<file path="config.mk">
export PLATFORM = sky130hd
export DESIGN_NAME = reset_stop_irq_sequencer
export DESIGN_NICKNAME = d
export VERILOG_FILES = /design/src/inc/rsi_pkg.sv /design/src/verilog/reset_stop_irq_sequencer.sv
export SDC_FILE = /design/constraint.sdc
export NUM_CORES = 1
export LEC_CHECK = 0
export BUFFER_PORTS_ARGS = -buffer_cell sky130_fd_sc_hd__buf_4
export CORE_UTILIZATION = 32
export DETAILED_ROUTE_END_ITERATION = 10
export GPL_TIMING_DRIVEN = 0
export PLACE_DENSITY = 0.48
export SLEW_MARGIN = 20
export SYNTH_ARGS = -nofsm -noshare
export SYNTH_HDL_FRONTEND = slang
export SYNTH_SLANG_ARGS = --single-unit
</file>
<file path="constraint.sdc">
create_clock -name clk -period 4.8 [get_ports clk]
set_input_delay 0.24 -clock clk [delete_from_list [all_inputs] [get_ports clk]]
set_output_delay 0.24 -clock clk [all_outputs]
set_load 0.05 [all_outputs]
</file>
<file path="src/inc/rsi_pkg.sv">
// constants shared by the reset, stop and interrupt sequencer
// Function
// - after reset release the core reset is held two more periods, plus lock time with pll on.
// - handler execution starts no sooner than ten periods after the trigger.
// - stop exit with pll running needs irq a held 128k periods, or 25 with stop delay off.
// - with the pll stopped the required hold grows by the lock time.
// - with pll on and keep bit 12 clear the pll is shut in stop and relocked on exit.
// - with pll off bit 13 clear stop exit adds no stabilisation delay.
// - the output changed by the first handler instruction is valid within ten periods.
package rsi_pkg;
	localparam int CLK_HZ          = 10_000_000;
	localparam int CLK_NS          = 1_000_000_000 / CLK_HZ;
	localparam int RST_HOLD_CYC    = 2;
	localparam int EDGE_MIN_CYC    = 2;
	localparam int HANDLER_CYC     = 10;
	localparam int STOP_LONG_CYC   = 131072;
	localparam int STOP_SHORT_CYC  = 25;
	localparam int LOCK_US         = 500;
	localparam int LOCK_CYC        = (LOCK_US * 1000) / CLK_NS;
	localparam int CNT_W           = 20;
	// register offsets (axi4-lite byte addresses)
	localparam logic [7:0] ADDR_CTRL   = 8'h00;
	localparam logic [7:0] ADDR_STATUS = 8'h04;
	localparam logic [7:0] ADDR_IRQ_ST = 8'h08;
	localparam logic [7:0] ADDR_IRQ_MK = 8'h0c;
	localparam logic [7:0] ADDR_GPO    = 8'h10;
	// control fields
	localparam int CTRL_STOP_DLY_OFF = 6;
	localparam int CTRL_PLL_KEEP     = 12;
	localparam int CTRL_PLL_EN       = 13;
	localparam int CTRL_EDGE_MODE    = 16;
	localparam int CTRL_STOP_REQ     = 20;
	localparam logic [31:0] CTRL_RESET = 32'h0000_0000;
	// interrupt status bits
	localparam int EV_IRQ   = 0;
	localparam int EV_WAKE  = 1;
	localparam int EV_RUN   = 2;
	localparam int EV_W     = 3;
	typedef enum logic [2:0] {S_RESET, S_LOCK, S_RUN, S_STOP, S_WAKE, S_RELOCK} seq_e;
endpackage

</file>
<file path="src/verilog/reset_stop_irq_sequencer.sv">
// The register offsets and the AXI4-Lite register port were decided locally.
`timescale 1ns/1ns
// reset, stop and external interrupt sequencer with an axi4-lite register slave
module reset_stop_irq_sequencer #(
	parameter int LOCK_CYCLES = rsi_pkg::LOCK_CYC,
	parameter int STOP_LONG   = rsi_pkg::STOP_LONG_CYC
) (
	input  wire logic        clk,
	input  wire logic        reset,
	input  wire logic [7:0]  s_axi_awaddr,
	input  wire logic        s_axi_awvalid,
	output logic             s_axi_awready,
	input  wire logic [31:0] s_axi_wdata,
	input  wire logic [3:0]  s_axi_wstrb,
	input  wire logic        s_axi_wvalid,
	output logic             s_axi_wready,
	output logic [1:0]       s_axi_bresp,
	output logic             s_axi_bvalid,
	input  wire logic        s_axi_bready,
	input  wire logic [7:0]  s_axi_araddr,
	input  wire logic        s_axi_arvalid,
	output logic             s_axi_arready,
	output logic [31:0]      s_axi_rdata,
	output logic [1:0]       s_axi_rresp,
	output logic             s_axi_rvalid,
	input  wire logic        s_axi_rready,
	input  wire logic        ext_irq_a_line,
	output logic             core_reset,
	output logic             pll_run,
	output logic             handler_start,
	output logic             gpo,
	output logic             irq
);
	import rsi_pkg::*;

	seq_e               state;
	logic [CNT_W-1:0]   cnt;
	logic [31:0]        ctrl;
	logic [EV_W-1:0]    ev_st;
	logic [EV_W-1:0]    ev_mk;
	logic               gpo_pend;
	logic               gpo_val;
	logic [2:0]         irq_sync;
	logic               irq_lvl;
	logic               irq_lvl_d;
	logic [CNT_W-1:0]   hold_cnt;
	logic [3:0]         hand_cnt;
	logic               hand_busy;
	logic               aw_held;
	logic               w_held;
	logic [7:0]         aw_addr;
	logic [31:0]        w_data;
	logic [3:0]         w_strb;
	logic               wr_fire;
	logic               clr_stop;
	logic [EV_W-1:0]    ev_set;
	logic [EV_W-1:0]    ev_clr;
	logic               edge_seen;
	logic [CNT_W-1:0]   wake_need;

	// pin synchroniser; a change counts once stages two and three agree
	always_ff @(posedge clk) begin
		if (reset) begin
			irq_sync <= 3'h0;
		end else begin
			irq_sync <= {irq_sync[1:0], ext_irq_a_line};
		end
	end

	// filtered level, only updated when the two late stages agree
	always_ff @(posedge clk) begin
		if (reset) begin
			irq_lvl   <= 1'b0;
			irq_lvl_d <= 1'b0;
		end else begin
			if (irq_sync[1] == irq_sync[2]) begin
				irq_lvl <= irq_sync[2];
			end
			irq_lvl_d <= irq_lvl;
		end
	end

	// an edge request must stay high two periods; short glitches are dropped
	always_ff @(posedge clk) begin
		if (reset) begin
			hold_cnt <= '0;
		end else if (!irq_lvl) begin
			hold_cnt <= '0;
		end else if (hold_cnt != {CNT_W{1'b1}}) begin
			hold_cnt <= hold_cnt + CNT_W'(1);
		end
	end

	assign edge_seen = irq_lvl && hold_cnt == CNT_W'(EDGE_MIN_CYC - 1);

	// stop exit hold time: long or short, plus lock time when the pll was shut
	always_comb begin
		wake_need = ctrl[CTRL_STOP_DLY_OFF] ? CNT_W'(STOP_SHORT_CYC) : CNT_W'(STOP_LONG);
		if (ctrl[CTRL_PLL_EN] && !ctrl[CTRL_PLL_KEEP]) begin
			wake_need = wake_need + CNT_W'(LOCK_CYCLES);
		end
	end

	assign clr_stop = state == S_STOP;

	// main sequencer for reset release, stop entry and stop recovery
	always_ff @(posedge clk) begin
		if (reset) begin
			state <= S_RESET;
			cnt   <= '0;
		end else begin
			case (state)
				S_RESET: begin
					// two periods of core reset after release, lock wait if pll on
					if (cnt == CNT_W'(RST_HOLD_CYC - 1)) begin
						cnt   <= '0;
						state <= ctrl[CTRL_PLL_EN] ? S_LOCK : S_RUN;
					end else begin
						cnt <= cnt + CNT_W'(1);
					end
				end
				S_LOCK: begin
					if (cnt == CNT_W'(LOCK_CYCLES - 1)) begin
						cnt   <= '0;
						state <= S_RUN;
					end else begin
						cnt <= cnt + CNT_W'(1);
					end
				end
				S_RUN: begin
					cnt <= '0;
					if (ctrl[CTRL_STOP_REQ]) begin
						state <= S_STOP;
					end
				end
				S_STOP: begin
					// level line counted from its first sampled high
					if (irq_lvl) begin
						state <= S_WAKE;
						cnt   <= CNT_W'(1);
					end
				end
				S_WAKE: begin
					// the line must stay high the whole hold; a drop returns to stop
					if (!irq_lvl) begin
						state <= S_STOP;
						cnt   <= '0;
					end else if (cnt >= wake_need) begin
						state <= S_RUN;
						cnt   <= '0;
					end else begin
						cnt <= cnt + CNT_W'(1);
					end
				end
				default: begin
					state <= S_RESET;
					cnt   <= '0;
				end
			endcase
		end
	end

	assign core_reset = state == S_RESET || state == S_LOCK;
	// pll shut in stop unless kept, and off whenever it is disabled
	assign pll_run = ctrl[CTRL_PLL_EN] &&
		!((state == S_STOP || state == S_WAKE) && !ctrl[CTRL_PLL_KEEP]);

	// handler launch: fixed ten-cycle latency from a trigger, one at a time
	always_ff @(posedge clk) begin
		if (reset) begin
			hand_cnt  <= 4'h0;
			hand_busy <= 1'b0;
		end else if (hand_busy) begin
			if (hand_cnt == 4'(HANDLER_CYC - 1)) begin
				hand_busy <= 1'b0;
				hand_cnt  <= 4'h0;
			end else begin
				hand_cnt <= hand_cnt + 4'h1;
			end
		end else if (state == S_RUN && edge_seen && ctrl[CTRL_EDGE_MODE]) begin
			hand_busy <= 1'b1;
		end else if (state == S_RUN && irq_lvl && !irq_lvl_d && !ctrl[CTRL_EDGE_MODE]) begin
			hand_busy <= 1'b1;
		end
	end

	assign handler_start = hand_busy && hand_cnt == 4'(HANDLER_CYC - 1);

	// software stages a value; the first handler instruction drives it out
	always_ff @(posedge clk) begin
		if (reset) begin
			gpo <= 1'b0;
		end else if (handler_start && gpo_pend) begin
			gpo <= gpo_val;
		end
	end

	// interrupt events: set wins over a write-one clear
	assign ev_set = {handler_start, (state == S_WAKE && cnt >= wake_need && irq_lvl),
		(state == S_RUN && (edge_seen || (irq_lvl && !irq_lvl_d)))};
	assign ev_clr = (wr_fire && aw_addr == ADDR_IRQ_ST) ? w_data[EV_W-1:0] : '0;

	always_ff @(posedge clk) begin
		if (reset) begin
			ev_st <= '0;
		end else begin
			ev_st <= (ev_st & ~ev_clr) | ev_set;
		end
	end

	assign irq = |(ev_st & ev_mk);

	// axi write channel capture, address and data in either order
	assign s_axi_awready = !aw_held && !s_axi_bvalid;
	assign s_axi_wready  = !w_held && !s_axi_bvalid;
	assign wr_fire       = aw_held && w_held && !s_axi_bvalid;

	always_ff @(posedge clk) begin
		if (reset) begin
			aw_held <= 1'b0;
			w_held  <= 1'b0;
			aw_addr <= 8'h00;
			w_data  <= 32'h0000_0000;
			w_strb  <= 4'h0;
		end else begin
			if (s_axi_awvalid && s_axi_awready) begin
				aw_held <= 1'b1;
				aw_addr <= s_axi_awaddr;
			end else if (wr_fire) begin
				aw_held <= 1'b0;
			end
			if (s_axi_wvalid && s_axi_wready) begin
				w_held <= 1'b1;
				w_data <= s_axi_wdata;
				w_strb <= s_axi_wstrb;
			end else if (wr_fire) begin
				w_held <= 1'b0;
			end
		end
	end

	// register writes; stop request self-clears when stop is entered
	always_ff @(posedge clk) begin
		if (reset) begin
			ctrl     <= CTRL_RESET;
			ev_mk    <= '0;
			gpo_val  <= 1'b0;
			gpo_pend <= 1'b0;
		end else begin
			if (wr_fire && aw_addr == ADDR_CTRL) begin
				for (int i = 0; i < 4; i++) begin
					if (w_strb[i]) begin
						ctrl[i*8 +: 8] <= w_data[i*8 +: 8];
					end
				end
			end else if (clr_stop) begin
				ctrl[CTRL_STOP_REQ] <= 1'b0;
			end
			if (wr_fire && aw_addr == ADDR_IRQ_MK && w_strb[0]) begin
				ev_mk <= w_data[EV_W-1:0];
			end
			if (wr_fire && aw_addr == ADDR_GPO && w_strb[0]) begin
				gpo_val  <= w_data[0];
				gpo_pend <= 1'b1;
			end else if (handler_start) begin
				gpo_pend <= 1'b0;
			end
		end
	end

	// write response, slverr for unmapped offsets
	always_ff @(posedge clk) begin
		if (reset) begin
			s_axi_bvalid <= 1'b0;
			s_axi_bresp  <= 2'h0;
		end else if (wr_fire) begin
			s_axi_bvalid <= 1'b1;
			s_axi_bresp  <= (aw_addr == ADDR_CTRL || aw_addr == ADDR_IRQ_ST ||
				aw_addr == ADDR_IRQ_MK || aw_addr == ADDR_GPO) ? 2'h0 : 2'h2;
		end else if (s_axi_bready) begin
			s_axi_bvalid <= 1'b0;
		end
	end

	// read channel, one cycle to data
	assign s_axi_arready = !s_axi_rvalid;

	always_ff @(posedge clk) begin
		if (reset) begin
			s_axi_rvalid <= 1'b0;
			s_axi_rdata  <= 32'h0000_0000;
			s_axi_rresp  <= 2'h0;
		end else if (s_axi_arvalid && s_axi_arready) begin
			s_axi_rvalid <= 1'b1;
			s_axi_rresp  <= 2'h0;
			case (s_axi_araddr)
				ADDR_CTRL:   s_axi_rdata <= ctrl;
				ADDR_STATUS: s_axi_rdata <= {24'h0, gpo, pll_run, core_reset, hand_busy,
					irq_lvl, state};
				ADDR_IRQ_ST: s_axi_rdata <= {29'h0, ev_st};
				ADDR_IRQ_MK: s_axi_rdata <= {29'h0, ev_mk};
				ADDR_GPO:    s_axi_rdata <= {30'h0, gpo_pend, gpo_val};
				default: begin
					s_axi_rdata <= 32'h0000_0000;
					s_axi_rresp <= 2'h2;
				end
			endcase
		end else if (s_axi_rready) begin
			s_axi_rvalid <= 1'b0;
		end
	end
endmodule

</file>
==> After elaboration in Yosys (flattened, before gate mapping) <==
Index checks and enable logic that the tools add are counted.
{ "totals": {"register_bits": 178, "out_inout_bits": 46} }
{ "op_classes": {"n_reduce_logical": 60, "mux": 37, "order_cmp": 1, "add_sub_neg": 4, "n_eq_ne": 23, "n_bitwise": 5} }
{ "ops": {"columns": ["op", "count"], "rows": [
  ["case mux 32 bit (5 select lines)", 1],
  ["2-to-1 mux 20 bit", 5],
  ["case mux 20 bit (4 select lines)", 1],
  ["adder 20 x 1 -> 20 bit (second input constant)", 2],
  ["== test 20 x 1 -> 1 bit (second input constant)", 2],
  ["== test 8 x 4 -> 1 bit (second input constant)", 4],
  ["logical AND 1 bit", 28],
  ["2-to-1 mux 3 bit", 7],
  ["== test 20 x 13 -> 1 bit (second input constant)", 1],
  [">= comparator 20 bit", 1],
  ["inequality test 20 bit (second input constant)", 1],
  ["adder 18 x 13 -> 19 bit (second input constant)", 1],
  ["2-to-1 mux 19 bit", 1],
  ["2-to-1 mux 18 bit", 1],
  ["== test 8 x 5 -> 1 bit (second input constant)", 2],
  ["logical NOT 8 bit", 2],
  ["2-to-1 mux 1 bit", 15],
  ["case mux 3 bit (5 select lines)", 1],
  ["nonzero test 2 bit", 6],
  ["inequality test 2 bit (second input constant)", 5],
  ["AND reduction 2 bit", 5],
  ["== test 8 x 3 -> 1 bit (second input constant)", 1],
  ["logical NOT 1 bit", 8],
  ["bitwise AND 3 bit", 2],
  ["other kinds (19)", 27]
]} }

==> Logic depth before layout (Yosys ltp) <==
Gate-level depths: netlist of run 1.
{ "logic_depth": {"depth_word": 7, "depth_mapped": 13} }

==> Least setup slack after synthesis of run 1 <==
No wires, ideal clock.
{ "synth_timing": {"kind": "register -> register", "start": "register ctrl[12]", "end": "register cnt[14]", "t_arrival_ns": 2.311, "path_buffers": 1, "setup_time_ns": 0.072, "stages_incl_launch_ff": 14, "slack_ns": 2.417, "synth_period_minus_slack_ns": 2.383, "cell_sequence": "dfxtp_1 > nand2b_1 > inv_1 > ha_1 > inv_1 > ha_1 > a2111oi_0 > o31ai_1 > nand2b_1 > nand3_2 > a21oi_4 > buf_6 > a21oi_1 > mux2i_1"} }
{ "synth_between": {"elab_chain_len": 7} }
{ "synth_rtl": {"columns": ["item", "line_no", "source"], "rows": [
  ["start: declaration", "reset_stop_irq_sequencer.sv:38", "logic [31:0] ctrl;"],
  ["start signal: indexed assignment", "reset_stop_irq_sequencer.sv:253", "ctrl[i*8 +: 8] <= w_data[i*8 +: 8];"],
  ["logical NOT 1 bit", "reset_stop_irq_sequencer.sv:99", "if (ctrl[CTRL_PLL_EN] && !ctrl[CTRL_PLL_KEEP]) begin"],
  ["logical AND 1 bit", "reset_stop_irq_sequencer.sv:99", null],
  ["2-to-1 mux 19 bit", "reset_stop_irq_sequencer.sv:99", null],
  [">= comparator 20 bit", "reset_stop_irq_sequencer.sv:148", "end else if (cnt >= wake_need) begin"],
  ["2-to-1 mux 20 bit", "reset_stop_irq_sequencer.sv:148", null],
  ["2-to-1 mux 20 bit", "reset_stop_irq_sequencer.sv:145", "if (!irq_lvl) begin"],
  ["case mux 20 bit (4 select lines)", "reset_stop_irq_sequencer.sv:112", "case (state)"],
  ["end signal: assignment", "reset_stop_irq_sequencer.sv:119", "cnt <= cnt + CNT_W'(1);"],
  ["end signal: assignment", "reset_stop_irq_sequencer.sv:127", "cnt <= cnt + CNT_W'(1);"],
  ["end signal: assignment", "reset_stop_irq_sequencer.sv:152", "cnt <= cnt + CNT_W'(1);"],
  ["end: declaration", "reset_stop_irq_sequencer.sv:37", "logic [CNT_W-1:0] cnt;"]
]} }
No other way between the ends.
A chain may end at the register's enable or synchronous reset.

==> Worst setup path in the final report of run 1 <==
Ends and elaborated chain as after synthesis.

==> impl_metrics.ini, run 1 <==
[sta]
rsz0062_at_grt = false
whs_ps = 43.0
finalHoldViolCount = 0
fin_skew_ps = 10.9
setup_viol_count_final = 0
fin_crit_sh = 0.630
drv_slew = 0
tns_ps = 0
tightest_slew_ps = 1150
period_minus_slack_ps = 3020
max_freq_ghz = 0.331
slew_headroom = 0.227

[final_layout]
final_cell_mix = 185 x nand2_1, 176 x dfxtp_1, 141 x a21oi_1
final_common_cell = nand2_1
synthToLayoutAreaGrowth_pct = 23.5
fin_nets = 1126
n_antenna_cell = 0
drive_above_1_share = 0.149

[hold_path]
min_path_cells = 2
hold_class = in2reg

[logic_synthesis]
synth-main-ff-cell = dfxtp_1
yosysSeqAreaShare = 0.469
syn_inst = 928
synth_area_per_cell_um2 = 8.09
synth-edff-count = 0
netlist_area_um2 = 7510
yosysUniqueCellTypes = 62
ys_ff_latch = 176
ys_warn_count = 0
async_flop_share = 0

[clock_tree]
clkTransAtPathRegs_ps = 70
cts_tree = yes
ctsResizeCount = 0
clock_latency_ps = 430
cts.sinks = 176
numCtsBuffers = 17
cts_max_level = 4
cts_root_buf = clkbuf_16
cts.path.max_buffers = 2

[die]
core.rowCount = 55
initial_core_util = 0.329
core_area_um2 = 22800
die_width_um = 155
io_pins = 106
die_area_um2 = 24100
dieHeight_um = 155

[detailed_routing]
ant_nets = 0
drt_iter0_markers = 324
drc = 0
num_vias = 6722
firstDrtPassIters = 5
wl_per_cell_um = 15.8
vias_per_cell = 4.88
routed_wl_um = 21800

[power]
power.density_nw_per_um2 = 370
fin_total_pwr_w = 0.00343
p_leak_nw = 3.44
peakVddDrop_v = 0.000141

[job]
cap_violations = 0

[grt]
grtUsageMet3 = 0.0326
busiest_layer = met2
antenna_found_initial = 0
grt_usage = 0.186
grt_use_met1 = 0.265
first_global_vias = 6269
overflow = 0
met2_usage = 0.285
grt_pass1_wl_um = 34500
grt_max_degree = 17

[critical_path]
r2r_cells = 13
cp-start-kind = flop
crit_required_ps = 5160
end_kind = flop
crit_type = reg2reg
worstPathArrival_ps = 3380
worst-path-max-fanout = 10

[status]
outcome = complete, no violations

[place]
numPortBuffers = 102
dp_hpwl_um = 16100
globalplace.congestion = 0.796
==> routing by layer <==
| layer | vias to the layer above | part of all wire |
|---|---|---|
| li1 | 3467 | - |
| met1 | 3126 | 0.51 |
| met2 | 110 | 0.44 |
| met3 | 19 | 0.033 |
| met4 | 0 | 0.014 |
| met5 | - | 0 |
==> stage by stage <==
step	instance area (µm²)	std cells	utilization	setup slack (ps)
2_1_floorplan	7510	929	-	2420
3_3_place_gp	8670	1344	0.380	1790
3_5_place_dp	8670	1344	0.380	1810
4_1_cts	9270	1377	0.406	1790
5_1_grt	9270	1377	0.406	1500
6_report	9270	1377	0.406	1780
==> worst paths after layout <==
| path | startpoint | slack (ps) | endpoint |
|---|---|---|---|
| worst max-delay path | ctrl[12] | 1780 | cnt[14] |
| worst min-delay path | ext_irq_a_line | 40 | irq_sync[0] |
| worst min register to register | irq_sync[0] | 440 | irq_sync[1] |
| worst max register to register | ctrl[12] | 1780 | cnt[14] |
==> kinds of logic after synthesis <==
family                   share of synthesized area
adder cells (fa/ha/maj)                     0.0250
flip-flops                                   0.469
other                                     0.000499
buffers and inverters                       0.0415
XOR/XNOR                                    0.0198
AND/OR/NAND/NOR                              0.278
multiplexers                                0.0220
AO/OA/AOI/OAI                                0.144
==> flip-flops by register name, indices dropped and copies added (netlist names), 4 cells and up <==
name	flops
hold_cnt	20
s_axi_rdata	32
w_data	32
hand_cnt	4
ctrl	32
aw_addr	8
cnt	20
w_strb	4
==> critical path, cell delays in order, from the launching register on <==
cell,delay [ps]
dfxtp_1,450
nand2b_1,350
inv_1,80
ha_1,180
inv_1,60
ha_1,230
a2111oi_0,390
o31ai_1,150
nand2b_1,130
nand3_2,160
a21oi_4,320
buf_6,200
a21oi_1,70
mux2i_1,180
==> synthesized netlist by cell type (2+ instances only) <==
library cell / count / share of area
mux2_2: 2 / 0.0030
nand4b_1: 2 / 0.0023
a2111oi_0: 2 / 0.0023
inv_1: 17 / 0.0085
buf_6: 4 / 0.0060
nand2_1: 185 / 0.092
a31oi_1: 14 / 0.012
o21ai_0: 11 / 0.0073
buf_1: 6 / 0.0030
nand3_1: 87 / 0.058
nand3b_1: 2 / 0.0020
nand4_1: 8 / 0.0067
or3_1: 4 / 0.0033
and4_1: 6 / 0.0070
o21ai_1: 2 / 0.0013
and3_1: 4 / 0.0033
clkbuf_1: 40 / 0.020
and2_1: 6 / 0.0050
nor4b_1: 3 / 0.0035
nor2b_1: 8 / 0.0067
nand2b_1: 9 / 0.0075
dfxtp_1: 176 / 0.47
a22oi_1: 2 / 0.0020
nor4_1: 5 / 0.0042
a211oi_1: 4 / 0.0040
or4_1: 3 / 0.0030
ha_1: 15 / 0.025
nand3_2: 2 / 0.0027
mux2i_1: 12 / 0.016
nor3_1: 22 / 0.015
o21ai_2: 2 / 0.0023
xor2_1: 11 / 0.013
a22o_1: 3 / 0.0035
nor3b_1: 6 / 0.0060
nor2_1: 67 / 0.033
a21o_1: 2 / 0.0020
a21oi_1: 141 / 0.094
xnor2_1: 6 / 0.0070
buf_4: 4 / 0.0040
==> layout make-up <==
| class | instances | area [µm²] |
|---|---|---|
| plain buffers | 54 | 248 |
| clock buffers | 18 | 439 |
| clock inverters | 14 | 153 |
| fillers | 2451 | 13600 |
| inverters | 17 | 63.8 |
| multi-input cells | 682 | 3680 |
| flip-flops and latches | 176 | 3520 |
| well taps | 313 | 392 |
| repair buffers | 103 | 776 |
==> power breakdown <==
part           internal, W  switching, W
Combinational     0.000167      0.000299
Sequential         0.00151     0.0000457
Clock             0.000789      0.000623
==> timing repair <==
action / CTS / global route
setup endpoints to repair: 0 / 0
hold buffers: 1 / 0
endpoints found under the hold margin: 1 / 0
buffers inserted: 0 / 0
(Power assumes the default switching activity.)
==> run 2, diff against run 1 <==
==> constraint.sdc (replaced) <==
create_clock -name clk -period 3 [get_ports clk]
set_input_delay 0.15 -clock clk [delete_from_list [all_inputs] [get_ports clk]]
set_output_delay 0.15 -clock clk [all_outputs]
set_load 0.05 [all_outputs]
==> impl_metrics.ini, run 2 (synthesis results as in run 1) <==
[detailed_routing]
firstDrtPassIters = 5
routed_wl_um = 22300
wl_per_cell_um = 15.6
vias_per_cell = 4.84
drt_iter0_markers = 393
num_vias = 6912
ant_nets = 0
drc = 0

[critical_path]
max_stage_delay_ps = 530
worst-path-max-fanout = 10
worstPathArrival_ps = 3220
crit_slowest_cell = dfxtp_1
crit_type = reg2reg
worst-path-buf-inv = 4
crit_required_ps = 3360
path_cells = nand2b_4 > inv_1 > ha_1 > inv_1 > ha_1 > a2111oi_1 > o31ai_1 > nand2b_1 > nand3_2 > a21oi_4 > buf_4 > buf_6 > nand3_1 > mux2i_1
critPathTopFamily = compound AO/OA/AOI/OAI gates
cp-start-kind = flop
end_kind = flop

[sta]
tightest_slew_ps = 1160
max_freq_ghz = 0.350
slew_headroom = 0.218
whs_ps = 50.9
finalHoldViolCount = 0
setup_viol_count_final = 0
period_minus_slack_ps = 2850
drv_slew = 0
fin_skew_ps = 11.0
fin_crit_sh = 0.951

[die]
initial_core_util = 0.329
dieHeight_um = 155
die_width_um = 155
die_area_um2 = 24100
core.rowCount = 55
core_area_um2 = 22800
io_pins = 106

[final_layout]
final_cell_mix = 185 x nand2_1, 175 x dfxtp_1, 141 x a21oi_1
n_antenna_cell = 0
fin_cells = 1427
fin_nets = 1176
synthToLayoutAreaGrowth_pct = 30.2
drive_above_1_share = 0.147
final_common_cell = nand2_1
top_regs = ctrl: 32 flops, s_axi_rdata: 32 flops, w_data: 32 flops

[power]
p_comb_frac = 0.148
intPower_w = 0.00401
p_switching_w = 0.00157
peakVddDrop_v = 0.000226
clkPwrFrac = 0.405
power.density_nw_per_um2 = 570
p_leak_nw = 3.66
seq_power_share = 0.447
p_sw_frac = 0.281

[grt]
first_global_vias = 6518
grt_pass1_wl_um = 35500
overflow = 0
antenna_found_initial = 0
grt_max_degree = 17
grt_usage = 0.191

[hold_path]
hold_class = in2reg

[status]
outcome = complete, no violations

[clock_tree]
cts_max_level = 4
cts_tree = yes
clkTransAtPathRegs_ps = 70
clock_latency_ps = 430
numCtsBuffers = 17
cts.path.max_buffers = 2
cts_root_buf = clkbuf_16
cts.sinks = 176

[place]
dp_hpwl_um = 16100
place_inst = 1344
globalplace.congestion = 0.796
numPortBuffers = 102

[job]
cap_violations = 0
run 2: worst reg2reg max path, cell delays in order, from the launching register on:
cell	delay, ps
dfxtp_1	530
nand2b_4	150
inv_1	80
ha_1	130
inv_1	40
ha_1	280
a2111oi_1	360
o31ai_1	140
nand2b_1	130
nand3_2	160
a21oi_4	290
buf_4	170
buf_6	140
nand3_1	70
mux2i_1	120
run 2: cell type report:
cell class,instances,area [µm²]
timing repair buffer,153,1270
buffer,54,248
fill,2409,13100
clock inverter,14,153
clock buffer,18,439
multi-input combinational,682,3690
tap,313,392
sequential,176,3520
inverter,17,63.8
run 2: per-stage QoR:
stage | setup TNS, ps | total power [W] | worst slack (ps) | utilization | area, µm²
3_5_place_dp | 0 | 0.00329 | 11.9 | 0.380 | 8670
2_1_floorplan | 0 | 0.00302 | 617 | - | 7510
5_1_grt | -43.7 | 0.00581 | -15.4 | 0.428 | 9780
3_3_place_gp | -5.15 | 0.00329 | -5.15 | 0.380 | 8670
4_1_cts | 0 | 0.00559 | 96.4 | 0.427 | 9750
6_report | 0 | 0.00557 | 147 | 0.428 | 9780
run 2: power groups by stage:
stage	sequential [W]	clock [W]	combinational [W]
2_1_floorplan	0.00253	0	0.000490
3_3_place_gp	0.00254	0	0.000750
3_5_place_dp	0.00254	0	0.000749
4_1_cts	0.00249	0.00230	0.000801
5_1_grt	0.00250	0.00240	0.000914
6_report	0.00249	0.00226	0.000825
run 2: timing repair:
item,4_1_cts,5_1_grt
endpoints found under the setup margin,1,15
hold buffers,48,0
hold endpoints to repair,47,0
pin swaps,0,1
setup buffers,0,3
cloned,0,0
resized for setup,1,3
run 2: worst paths after layout:
kind         depth (start not counted)             from  slack (ps)              to
max                                 14         ctrl[13]         150         cnt[14]
min                                  4  s_axi_araddr[4]          50  s_axi_rdata[2]
max reg2reg                         14         ctrl[13]         150         cnt[14]
min reg2reg                          1      irq_sync[0]         440     irq_sync[1]
run 2: routing by layer:
layer  vias up  global-route usage  part of all wire
li1       3569                   -                 -
met1      3207               0.267              0.50
met2       117               0.299              0.45
met3        19              0.0315             0.034
met4         0              0.0588             0.014
met5         -                   0                 0
==> run 3, diff against run 2 <==
==> constraint.sdc (replaced) <==
create_clock -name clk -period 3.2 [get_ports clk]
set_input_delay 0.16 -clock clk [delete_from_list [all_inputs] [get_ports clk]]
set_output_delay 0.16 -clock clk [all_outputs]
set_load 0.05 [all_outputs]
==> impl_metrics.ini, run 3 (synthesis results as in run 1) <==
[status]
outcome = complete, no violations

[place]
globalplace.congestion = 0.796
dp_slack_ps = 212
place_inst = 1344
dp_hpwl_um = 16100
numPortBuffers = 102

[final_layout]
top_regs = ctrl: 32 flops, s_axi_rdata: 32 flops, w_data: 32 flops
fin_cells = 1420
synthToLayoutAreaGrowth_pct = 29.2
drive_above_1_share = 0.145
n_antenna_cell = 0
final_core_util = 0.425
fin_nets = 1169
ff_latch_area_um2 = 3520
fill_cells = 2414
multi_input_area_um2 = 3680
final_cell_mix = 185 x nand2_1, 176 x dfxtp_1, 141 x a21oi_1
final_common_cell = nand2_1

[detailed_routing]
drt_iter0_markers = 356
firstDrtPassIters = 4
vias_per_cell = 4.87
drc = 0
routed_wl_um = 22200
wl_per_cell_um = 15.6
ant_nets = 0
num_vias = 6911

[critical_path]
worst-path-max-fanout = 10
cp-start-kind = flop
crit_required_ps = 3560
worstPathArrival_ps = 3300
crit_type = reg2reg
end_kind = flop

[die]
initial_core_util = 0.329
io_pins = 106
die_width_um = 155
core_area_um2 = 22800
die_area_um2 = 24100
core.rowCount = 55
dieHeight_um = 155

[power]
power.density_nw_per_um2 = 535
p_leak_nw = 3.62
fin_total_pwr_w = 0.00520
peakVddDrop_v = 0.000212

[sta]
fin_skew_ps = 10.7
rsz0062_at_grt = false
tightest_slew_ps = 1170
max_freq_ghz = 0.341
finalHoldViolCount = 0
drv_slew = 0
tns_ps = 0
layout_setup_ws_ps = 264
period_minus_slack_ps = 2940
slew_headroom = 0.215
fin_crit_sh = 0.918
setup_viol_count_final = 0

[clock_tree]
cts.sinks = 176
cts_root_buf = clkbuf_16
cts_max_level = 4
clkTransAtPathRegs_ps = 70
numCtsBuffers = 17
cts_tree = yes
clock_latency_ps = 430
cts.path.max_buffers = 2

[grt]
first_global_vias = 6488
antenna_found_initial = 0
grt_pass1_wl_um = 35400
grt_max_degree = 17
grt_usage = 0.190
overflow = 0

[job]
cap_violations = 0

[hold_path]
hold_class = in2reg
==> run 3: cell count changes in the layout (fill, tap and decap cells not counted), sizes merged <==
cell | previous run | this run
dlygate4sd3 | 48 | 44
buf | 119 | 116
==> run 3: timing repair <==
item	4_1_cts	5_1_grt
hold buffers	44	0
endpoints found under the hold margin	44	0
buffers inserted	0	0
gates resized for setup	0	1
endpoints found under the setup margin	0	10
==> run 3: critical path, cell delays in order, from the launching register on <==
cell and delay, ps:
dfxtp_1 500, nand2b_2 210, inv_1 90, ha_1 130, inv_1 40, ha_1 280, a2111oi_0 390, o31ai_1 150
nand2b_1 130, nand3_2 160, a21oi_4 330, buf_6 200, a21oi_1 70, mux2i_1 180
==> run 3: metal layers <==
metal	share of wire	wire length, µm	GRT usage
met5	0	0	0
met1	0.51	11300	0.267
met4	0.014	314	0.0588
met2	0.45	9900	0.297
met3	0.030	677	0.0315
==> run 3: final cells by class <==
type / instances / share of cell area
multi-input combinational: 682 / 0.379
sequential: 176 / 0.363
timing repair buffer: 146 / 0.124
clock buffer: 18 / 0.0452
tap: 313 / 0.0403
buffer: 54 / 0.0255
clock inverter: 14 / 0.0157
inverter: 17 / 0.00657
==> run 3: power by group <==
| group | total, W | leakage (nW) | internal (W) | switching (W) |
|---|---|---|---|---|
| logic | 0.000745 | 1.91 | 0.000285 | 0.000459 |
| registers | 0.00233 | 1.43 | 0.00226 | 0.0000672 |
| clock network | 0.00212 | 0.285 | 0.00118 | 0.000936 |
| total | 0.00520 | 3.62 | 0.00373 | 0.00146 |
==> run 3: final timing paths <==
kind	depth (start not counted)	slack (ps)	endpoint	start
hold reg to reg	1	440	irq_sync[1]	irq_sync[0]
setup reg to reg	13	260	cnt[14]	ctrl[13]
hold / removal	3	0.4	w_data[8]	s_axi_wdata[8]
setup / recovery	13	260	cnt[14]	ctrl[13]
==> run 3: metrics by stage <==
stage / hold slack, ps / cell area, µm²
after global placement: 351 / 8670
after detailed placement: 352 / 8670
after floorplan: 259 / 7510
after global routing: 15.0 / 9710
after CTS: 3.21 / 9700
final: 0.368 / 9710
